[src/logic/usp_regs.svh]
`ifndef USP_REGS_SVH
`define USP_REGS_SVH

// Register index and byte address of the pin control and status word
`define USP_CTRL_INDEX 12'h262
`define USP_CTRL_ADDR 12'h988

// Field positions inside the 16-bit word
`define USP_LEVEL1_BIT 13
`define USP_SECOND_PIN_CONDITION_SELECT_HI 12
`define USP_SECOND_PIN_CONDITION_SELECT_LO 10
`define USP_DRV1_HI 9
`define USP_DRV1_LO 8
`define USP_LEVEL0_BIT 5
`define USP_FIRST_PIN_CONDITION_SELECT_HI 4
`define USP_FIRST_PIN_CONDITION_SELECT_LO 2
`define USP_DRV0_HI 1
`define USP_DRV0_LO 0

// Reset values
`define USP_SEL_RESET 3'h0
`define USP_DRV_RESET 2'h2

// Drive type codes
`define USP_DRV_OPEN_DRAIN 2'h1
`define USP_DRV_ACTIVE 2'h2

// Condition select codes
`define USP_SEL_SUSP_RST 3'h0
`define USP_SEL_SUSP_HI 3'h1
`define USP_SEL_POWER_HI 3'h2
`define USP_SEL_RST_HI 3'h3
`define USP_SEL_SUSP_RST_ALT 3'h4
`define USP_SEL_SUSP_LO 3'h5
`define USP_SEL_POWER_LO 3'h6
`define USP_SEL_RST_LO 3'h7

// Largest bus current, in mA, that still counts as a low power device
`define USP_LOW_POWER_MAX_MA 10'h064

`endif

[src/logic/usp_pkg.sv]
package usp_pkg;

  // Condition inputs from the protocol engine
  typedef struct packed {
    logic suspended;
    logic busReset;
    logic configured;
  } usp_cond_t;

  // Pin drive towards the pads, bit 0 is the first pin, bit 1 the second
  typedef struct packed {
    logic [1:0] level;
    logic [1:0] enN;
  } usp_pin_drive_t;

  // Whole state of the top module
  typedef struct packed {
    logic [2:0] second_pin_condition_select;
    logic [1:0] drv1;
    logic [2:0] first_pin_condition_select;
    logic [1:0] drv0;
    logic [1:0] pinLevel;
    usp_pin_drive_t drive;
    logic [31:0] prdata;
    logic pready;
    logic pslverr;
  } usp_state_t;

endpackage : usp_pkg

[src/logic/usp_cond_decode.sv]
`timescale 1ns/1ns
`include "usp_regs.svh"

module usp_cond_decode #(
  parameter bit FIRST_PIN = 1'b1
) (
  input wire logic [2:0] sel, // Condition select code
  input wire logic suspended, // Device suspended
  input wire logic busReset, // Bus reset in progress
  input wire logic notConfigured, // Not yet configured
  input wire logic lowPower, // Low power classification
  output logic level // Wanted pin level
);

  logic cond;
  logic activeHigh;

  // Which condition the code watches
  always_comb
  begin
    cond = 1'b0;
    case (sel)
      `USP_SEL_SUSP_RST, `USP_SEL_SUSP_RST_ALT: cond = suspended | busReset;
      `USP_SEL_SUSP_HI, `USP_SEL_SUSP_LO: cond = suspended;
      `USP_SEL_POWER_HI, `USP_SEL_POWER_LO:
        cond = lowPower ? suspended : (suspended | notConfigured);
      `USP_SEL_RST_HI, `USP_SEL_RST_LO: cond = busReset;
      default: cond = 1'b0;
    endcase
  end

  // Polarity: the upper half of the codes asserts low, except that the
  // shared code 100 keeps the polarity of code 000 for each pin
  always_comb
  begin
    if (FIRST_PIN)
    begin
      activeHigh = !sel[2] && (sel != `USP_SEL_SUSP_RST);
    end
    else
    begin
      activeHigh = !sel[2] || (sel == `USP_SEL_SUSP_RST_ALT);
    end
  end

  // Idle level is the opposite of the asserted level
  assign level = activeHigh ? cond : !cond;

endmodule : usp_cond_decode

[src/logic/usp_status_pins.sv]
// Added by the designer: the APB register port.
`timescale 1ns/1ns
`include "usp_regs.svh"

module usp_status_pins #(
  parameter int ADDR_W = 12
) (
  input wire logic sys_clk, // Core clock, 10 MHz
  input wire logic rst_n, // Asynchronous reset, active low
  input wire logic psel, // APB select
  input wire logic penable, // APB enable
  input wire logic pwrite, // APB direction, high for write
  input wire logic [ADDR_W-1:0] paddr, // APB byte address
  input wire logic [31:0] pwdata, // APB write data
  output logic [31:0] prdata, // APB read data
  output logic pready, // APB ready
  output logic pslverr, // APB error on unmapped address
  input usp_pkg::usp_cond_t usbCond, // Device condition flags
  input wire logic [9:0] maxCurrentMa, // Configured bus current in mA
  input wire logic [1:0] pinIn, // Level seen on the two pins
  output usp_pkg::usp_pin_drive_t pinDrive // Level and enable towards the pins
);

  usp_pkg::usp_state_t stateQ;
  usp_pkg::usp_state_t stateD;
  logic lowPower;
  logic addrHit;
  logic accessCycle;
  logic wrAccept;
  logic [1:0] wantLevel;
  logic [1:0] openDrain;
  logic [2:0] selArr [2];
  logic [15:0] regWord;

  // Power class from the configured current
  assign lowPower = maxCurrentMa <= `USP_LOW_POWER_MAX_MA;

  // Full address compare, so misaligned or other words are unmapped
  assign addrHit = paddr == ADDR_W'(`USP_CTRL_ADDR);

  // First access cycle starts the answer; the next one with ready high completes
  assign accessCycle = psel && penable && !stateQ.pready;
  assign wrAccept = psel && penable && stateQ.pready && pwrite && addrHit;

  // Register image; reserved bits read as zero
  assign regWord = {2'h0, stateQ.pinLevel[1], stateQ.second_pin_condition_select, stateQ.drv1,
                    2'h0, stateQ.pinLevel[0], stateQ.first_pin_condition_select, stateQ.drv0};

  assign selArr[0] = stateQ.first_pin_condition_select;
  assign selArr[1] = stateQ.second_pin_condition_select;

  // One condition decoder per pin; only the first pin flips code 000
  for (genvar i = 0; i < 2; i++)
  begin : g_pin
    usp_cond_decode #(
      .FIRST_PIN(i == 0)
    ) u_decode (
      .sel(selArr[i]),
      .suspended(usbCond.suspended),
      .busReset(usbCond.busReset),
      .notConfigured(!usbCond.configured),
      .lowPower(lowPower),
      .level(wantLevel[i])
    );
    // Codes 00 and 11 are invalid; they fall back to active drive
    assign openDrain[i] = (i == 0) ? (stateQ.drv0 == `USP_DRV_OPEN_DRAIN)
                                   : (stateQ.drv1 == `USP_DRV_OPEN_DRAIN);
  end

  // Next state
  always_comb
  begin
    stateD = stateQ;
    // Pin levels are sampled every cycle; writes never reach them
    stateD.pinLevel = pinIn;
    // Open drain releases the pin for a high level, active drive always drives
    for (int i = 0; i < 2; i++)
    begin
      stateD.drive.level[i] = wantLevel[i];
      stateD.drive.enN[i] = openDrain[i] && wantLevel[i];
    end
    // APB answer one cycle into the access phase
    stateD.pready = accessCycle;
    stateD.pslverr = accessCycle && !addrHit;
    stateD.prdata = 32'h0000_0000;
    if (accessCycle && !pwrite && addrHit)
    begin
      stateD.prdata = {16'h0000, regWord};
    end
    // Only select and drive fields take write data; reserved and level bits drop
    if (wrAccept)
    begin
      stateD.second_pin_condition_select = pwdata[`USP_SECOND_PIN_CONDITION_SELECT_HI:`USP_SECOND_PIN_CONDITION_SELECT_LO];
      stateD.drv1 = pwdata[`USP_DRV1_HI:`USP_DRV1_LO];
      stateD.first_pin_condition_select = pwdata[`USP_FIRST_PIN_CONDITION_SELECT_HI:`USP_FIRST_PIN_CONDITION_SELECT_LO];
      stateD.drv0 = pwdata[`USP_DRV0_HI:`USP_DRV0_LO];
    end
  end

  // State register; reset drives both pins actively at code 000 idle levels
  always_ff @(posedge sys_clk or negedge rst_n)
  begin
    if (!rst_n)
    begin
      stateQ.second_pin_condition_select <= `USP_SEL_RESET;
      stateQ.drv1 <= `USP_DRV_RESET;
      stateQ.first_pin_condition_select <= `USP_SEL_RESET;
      stateQ.drv0 <= `USP_DRV_RESET;
      stateQ.pinLevel <= 2'h0;
      stateQ.drive.level <= 2'h1;
      stateQ.drive.enN <= 2'h0;
      stateQ.prdata <= 32'h0000_0000;
      stateQ.pready <= 1'b0;
      stateQ.pslverr <= 1'b0;
    end
    else
    begin
      stateQ <= stateD;
    end
  end

  // Outputs straight from the state register
  assign prdata = stateQ.prdata;
  assign pready = stateQ.pready;
  assign pslverr = stateQ.pslverr;
  assign pinDrive = stateQ.drive;
endmodule : usp_status_pins

[config.mk]
export PLATFORM = sky130hd
export DESIGN_NAME = usp_status_pins
export DESIGN_NICKNAME = d
export VERILOG_FILES = /design/src/logic/usp_pkg.sv /design/src/logic/usp_cond_decode.sv /design/src/logic/usp_status_pins.sv
export VERILOG_INCLUDE_DIRS = /design/src /design/src/logic
export SDC_FILE = /design/constraint.sdc
export NUM_CORES = 1
export LEC_CHECK = 0
export BUFFER_PORTS_ARGS = -buffer_cell sky130_fd_sc_hd__clkbuf_2
export CAP_MARGIN = 10
export CORE_ASPECT_RATIO = 1.4
export CORE_MARGIN = 4
export CORE_UTILIZATION = 40
export DETAILED_ROUTE_END_ITERATION = 12
export PLACE_DENSITY = 0.74
export SYNTH_ARGS = -nofsm -noshare
export SYNTH_HDL_FRONTEND = slang
export SYNTH_HIERARCHICAL = 1
export SYNTH_SLANG_ARGS = --single-unit
[constraint.sdc]
create_clock -name sys_clk -period 1.65 [get_ports sys_clk]
set_input_delay 0.33 -clock sys_clk [delete_from_list [all_inputs] [get_ports sys_clk]]
set_output_delay 0.33 -clock sys_clk [all_outputs]
set_load 0.01 [all_outputs]
After elaboration in Yosys (flattened, before gate mapping)
Index checks and enable logic that the tools add are counted.

Input bits: 64. Flip-flop bits (word level): 32.

Reduce and logical (&&, ||, !) cells: 31. Multiplexer cells: 6. Bitwise logic cells: 2. Equality and inequality tests: 17. Order comparisons: 1.

Operators by type and width (number): 3-bit == test (second input constant) (8); 2-bit OR reduction (8); 14-bit 2-to-1 mux (1); 12-bit == test (second input constant) (1); 3-bit by 2-bit == test with 1-bit output (second input constant) (4); 1-bit logical AND (11); 10-bit by 7-bit less-or-equal comparator with 1-bit output (second input constant) (1); 1-bit logical NOT (8); 1-bit case mux with 4 select lines (2); 3-bit by 1-bit == test with 1-bit output (second input constant) (2); 3-bit logical NOT (2); 2-bit by 1-bit == test with 1-bit output (second input constant) (2); 1-bit 2-to-1 mux (3); 3-bit nonzero test (1); 1-bit OR (2); 1-bit logical OR (1).

Logic depth before layout (Yosys ltp)
Depth in word-level cells: 7. Depth in mapped cells: 9.

Hierarchy
The synthesis kept the hierarchy.

Modules (own cells, without submodules): usp_status_pins (instances 1, cells each 94, area each 1278.7 sq um); usp_cond_decode (g_pin[1].u_decode) (instances 1, cells each 15, area each 86.3 sq um); usp_cond_decode (g_pin[0].u_decode) (instances 1, cells each 12, area each 78.8 sq um).

Least setup slack after synthesis
No wires, ideal clock.

Kind: in2reg. Start point: input maxCurrentMa[1]. End point: register stateQ (netlist bit pinDrive[0]). Setup time: 0.115 ns. Required time: 1.535 ns. Slack: -0.019 ns. Buffers on the path: 0. Arrival: 1.554 ns. Stages: 9. Cells stage by stage: o21ai_0 -> a21oi_1 -> nor4_1 -> nor2b_1 -> o211a_1 -> a221oi_1 -> o221ai_1 -> nand2_1 -> nor2_1.

RTL lines: from (decl) (RTL line usp_status_pins.sv:19) `input wire logic [9:0] maxCurrentMa,`; to (signal assigned) (RTL line usp_status_pins.sv:118) `stateQ <= stateD;`; to (decl) (RTL line usp_status_pins.sv:24) `usp_pkg::usp_state_t stateQ;`.

==> load_flow_metrics.sql <==
INSERT INTO impl_metrics (metric_group, metric, value, unit) VALUES
('routing', 'detail-route-antenna-nets', '0', ''),
('timing', 'fmax', '0.6684', 'GHz'),
('die', 'io_pins', '102', ''),
('outcome', 'run_status', 'finished clean', ''),
('setup_path', 'worst-endpoint-arrival', '1.67', 'ns'),
('cells_and_area', 'finalNetCount', '250', ''),
('timing', 'worst_clock_skew', '0.007085', 'ns'),
('pwr', 'combPwrFrac', '8.7', '%'),
('global_routing', 'antenna_found_initial', '0', ''),
('logic_synthesis', 'synth_top_cell_area_share', '46.79', '%'),
('die', 'die_w', '58.78', 'um'),
('logic_synthesis', 'synth.area.top_cells', 'sky130_fd_sc_hd__dfrtp_1 47%, sky130_fd_sc_hd__buf_4 10%, sky130_fd_sc_hd__mux2_2 7.0%', ''),
('placed_design', 'place_congestion', '0.7766', ''),
('logic_synthesis', 'postSynthAreaPerCell', '11.93', 'um2'),
('clock_tree', 'clock_tree.buffer_depth', '2', ''),
('run', 'number_of_maximum_capacitance_violations', '0', ''),
('global_routing', 'track_usage', '13.37', '%'),
('timing', 'report.final.slew_viol_count', '0', ''),
('pwr', 'power.internal', '1.248', 'mW'),
('global_routing', 'global_route.overflow_total', '0', ''),
('timing', 'finalHoldViolations', '0', ''),
('die', 'start_util', '41.96', '%'),
('global_routing', 'first_pass_grt_wire_length', '4.726', 'mm'),
('setup_path', 'max_stage_delay', '0.24', 'ns'),
('placed_design', 'pre_cts_slack', '-0.2950', 'ns'),
('cells_and_area', 'diodes', '0', ''),
('clock_tree', 'cts_tree', 'yes', ''),
('pwr', 'pwr_density_cell', '869.0', 'nW/um2'),
('timing', 'fin_setup_tns', '0', 'ns'),
('global_routing', 'first_global_vias', '1108', ''),
('die', 'std_cell_rows', '25', ''),
('hold_path', 'worst_hold_path_type', 'in2async', ''),
('setup_path', 'worst-setup-path-type', 'in2reg', ''),
('routing', 'post_detailed_route_wirelength_per_cell', '13.07', 'um'),
('setup_path', 'worst_ep_required_time', '1.83', 'ns'),
('pwr', 'switching_share', '22.11', '%'),
('cells_and_area', 'final_design_area_no_fill', '1843', 'um2'),
('placed_design', 'port_buffers', '59', ''),
('setup_path', 'worst_setup_path_start_kind', 'primary input', ''),
('die', 'die_area', '4649', 'um2'),
('pwr', 'clock_power_share', '44.6', '%'),
('timing', 'final.setup.worst_slack', '0.1539', 'ns'),
('clock_tree', 'clock_tree.root_cell', 'sky130_fd_sc_hd__clkbuf_8', ''),
('logic_synthesis', 'synth-seq-cells', '30', ''),
('pwr', 'seqPwrFrac', '46.7', '%'),
('timing', 'post_route_clock_period_utilization', '90.67', '%'),
('timing', 'report.final.setup_viol', '0', ''),
('setup_path', 'timing.critical_path.slowest_stage_cell', 'sky130_fd_sc_hd__o211a_1', ''),
('routing', 'drt_first_iter_violations', '9', ''),
('setup_path', 'worstPathMaxFanout', '3', ''),
('cells_and_area', 'syn2layout_area_growth', '27.64', '%'),
('logic_synthesis', 'synthesis.yosys.warnings', '6', ''),
('logic_synthesis', 'synth_top_cell_by_area', 'sky130_fd_sc_hd__dfrtp_1', ''),
('routing', 'via_per_inst', '4.819', ''),
('clock_tree', 'cts.sink_count', '30', ''),
('setup_path', 'timing.critical_path.cells', 'clkbuf_2, o21ai_1, a21oi_1, nor4_2, nor2b_1, o211a_1, a221oi_2, o221ai_1, nand2_1, nor2_1', ''),
('clock_tree', 'hold_buffers', '0', ''),
('clock_tree', 'cts_made_buffers', '5', ''),
('timing', 'layout_min_cycle_time', '1.496', 'ns'),
('pwr', 'power.switching', '354.0', 'uW'),
('clock_tree', 'cts.htree.levels', '2', ''),
('die', 'die_h', '79.09', 'um'),
('setup_path', 'cp-end-kind', 'flop', ''),
('routing', 'iteration_count_of_the_initial_detailed_routing_pass', '4', ''),
('routing', 'detail_route.drc_violations', '0', ''),
('logic_synthesis', 'synthCells', '121', ''),
('routing', 'postRouteWirelength', '2.966', 'mm'),
('die', 'coreArea', '3441', 'um2'),
('placed_design', 'dp_hpwl', '2.332', 'mm'),
('clock_tree', 'clkTransAtPathRegs', '0.07', 'ns'),
('pwr', 'total_leakage_power', '0.9793', 'nW');
## through the flow
stage | hold WS [ns] | utilization (%) | total power, mW | cells
finish | 0.09924 | 53.56 | 1.602 | 227
global route | 0.1504 | 53.56 | 1.670 | 227
CTS | 0.1198 | 53.38 | 1.611 | 227
detailed placement | 0.4293 | 50.07 | 0.8997 | 219
global placement | 0.4092 | 50.07 | 0.8967 | 219
floorplan | 0.03441 | - | 0.8516 | 140
## placed cells by master, fill, tap and decap left out, types with 2 or more instances in the layout
cell,n
sky130_fd_sc_hd__nor3b_1,12
sky130_fd_sc_hd__clkbuf_2,59
sky130_fd_sc_hd__nor4b_4,2
sky130_fd_sc_hd__conb_1,20
sky130_fd_sc_hd__nor2_1,5
sky130_fd_sc_hd__nor3_1,4
sky130_fd_sc_hd__mux2_2,9
sky130_fd_sc_hd__inv_1,2
sky130_fd_sc_hd__nand2_1,5
sky130_fd_sc_hd__buf_4,2
sky130_fd_sc_hd__dfrtp_1,27
sky130_fd_sc_hd__o21ai_0,2
sky130_fd_sc_hd__clkbuf_8,5
sky130_fd_sc_hd__nand2b_1,4
sky130_fd_sc_hd__a31oi_1,3
sky130_fd_sc_hd__clkinv_2,2
sky130_fd_sc_hd__dfstp_2,3
sky130_fd_sc_hd__nor2b_1,2
## timing repair
item	CTS	global route
endpoints found under the setup margin	1	2
setup buffers	0	0
gates resized for setup	1	1
pin swaps	0	1
hold endpoints to repair	0	0
## synthesized netlist by cell type, drive strengths merged
library cell  number
dfrtp             27
a221oi             1
nor4b              2
a21oi              1
conb               1
mux2              10
a211oi             1
nor2               5
buf               21
inv                2
and4               1
nand2b             4
nand4              2
nand3              1
clkbuf             1
nand2              5
nand3b             1
o211ai             1
o21ai              3
dfstp              3
nor4               1
o221ai             1
nor2b              2
and2               1
and4bb             1
a21bo              1
and3b              1
a31oi              3
o211a              1
nor3               4
nor3b             12
## power by group through the flow
stage                     Sequential [mW]  Clock [mW]  Combinational (mW)
final                               0.748       0.714               0.140
after global routing                0.748       0.766               0.156
after CTS                           0.748       0.723               0.140
after detailed placement            0.761           0               0.138
after global placement              0.761           0               0.135
after floorplan                     0.764           0              0.0872
## registers in the layout, summed over array words and instances, names as in the netlist
register and flops:
pinDrive 4, prdata 12, pready 1, pslverr 1, regWord 12
## cells by family after synthesis
kind of cell    count (synthesis)  synth area share (%)
simple gates                   43                 21.84
compound gates                 13                 6.326
flops                          30                 52.25
buf+inv                        24                 11.52
mux                            10                 7.799
other cells                     1                0.2597
## critical path: cells and delay by family
family	cells	cell delay, ns
compound gates	5	0.82
buf+inv	1	0.08
simple gates	4	0.44
## layout make-up
type,count,area (um2)
fill,304,1598
sequential,30,754.5
multi-input combinational,86,611.8
timing repair buffer,61,310.3
clock buffer,5,68.82
tap,40,50.05
clock inverter,3,40.04
inverter,2,7.507
## per-layer routing
| metal | global-route usage (%) | wire length, um | vias to the layer above |
|---|---|---|---|
| met3 | 4.390 | 298 | 4 |
| li1 | - | - | 518 |
| met1 | 14.24 | 1099 | 517 |
| met2 | 23.23 | 1528 | 55 |
| met4 | 6.122 | 40 | 0 |
| met5 | 0 | 0 | - |
## path summary, 6_finish.rpt
| check | from | endpoint | slack, ns |
|---|---|---|---|
| setup / recovery | maxCurrentMa[1] | pinDrive[0] | 0.15 |
| hold / removal | rst_n | prdata[4] | 0.1 |
| setup reg to reg | regWord[11] | pinDrive[1] | 0.29 |
| hold reg to reg | regWord[9] | pinDrive[1] | 0.50 |
| max in group asynchronous | rst_n | prdata[8] | 1.09 |
| min in group sys_clk | pinIn[0] | regWord[5] | 0.15 |
Power figures use the tool's default switching activity.
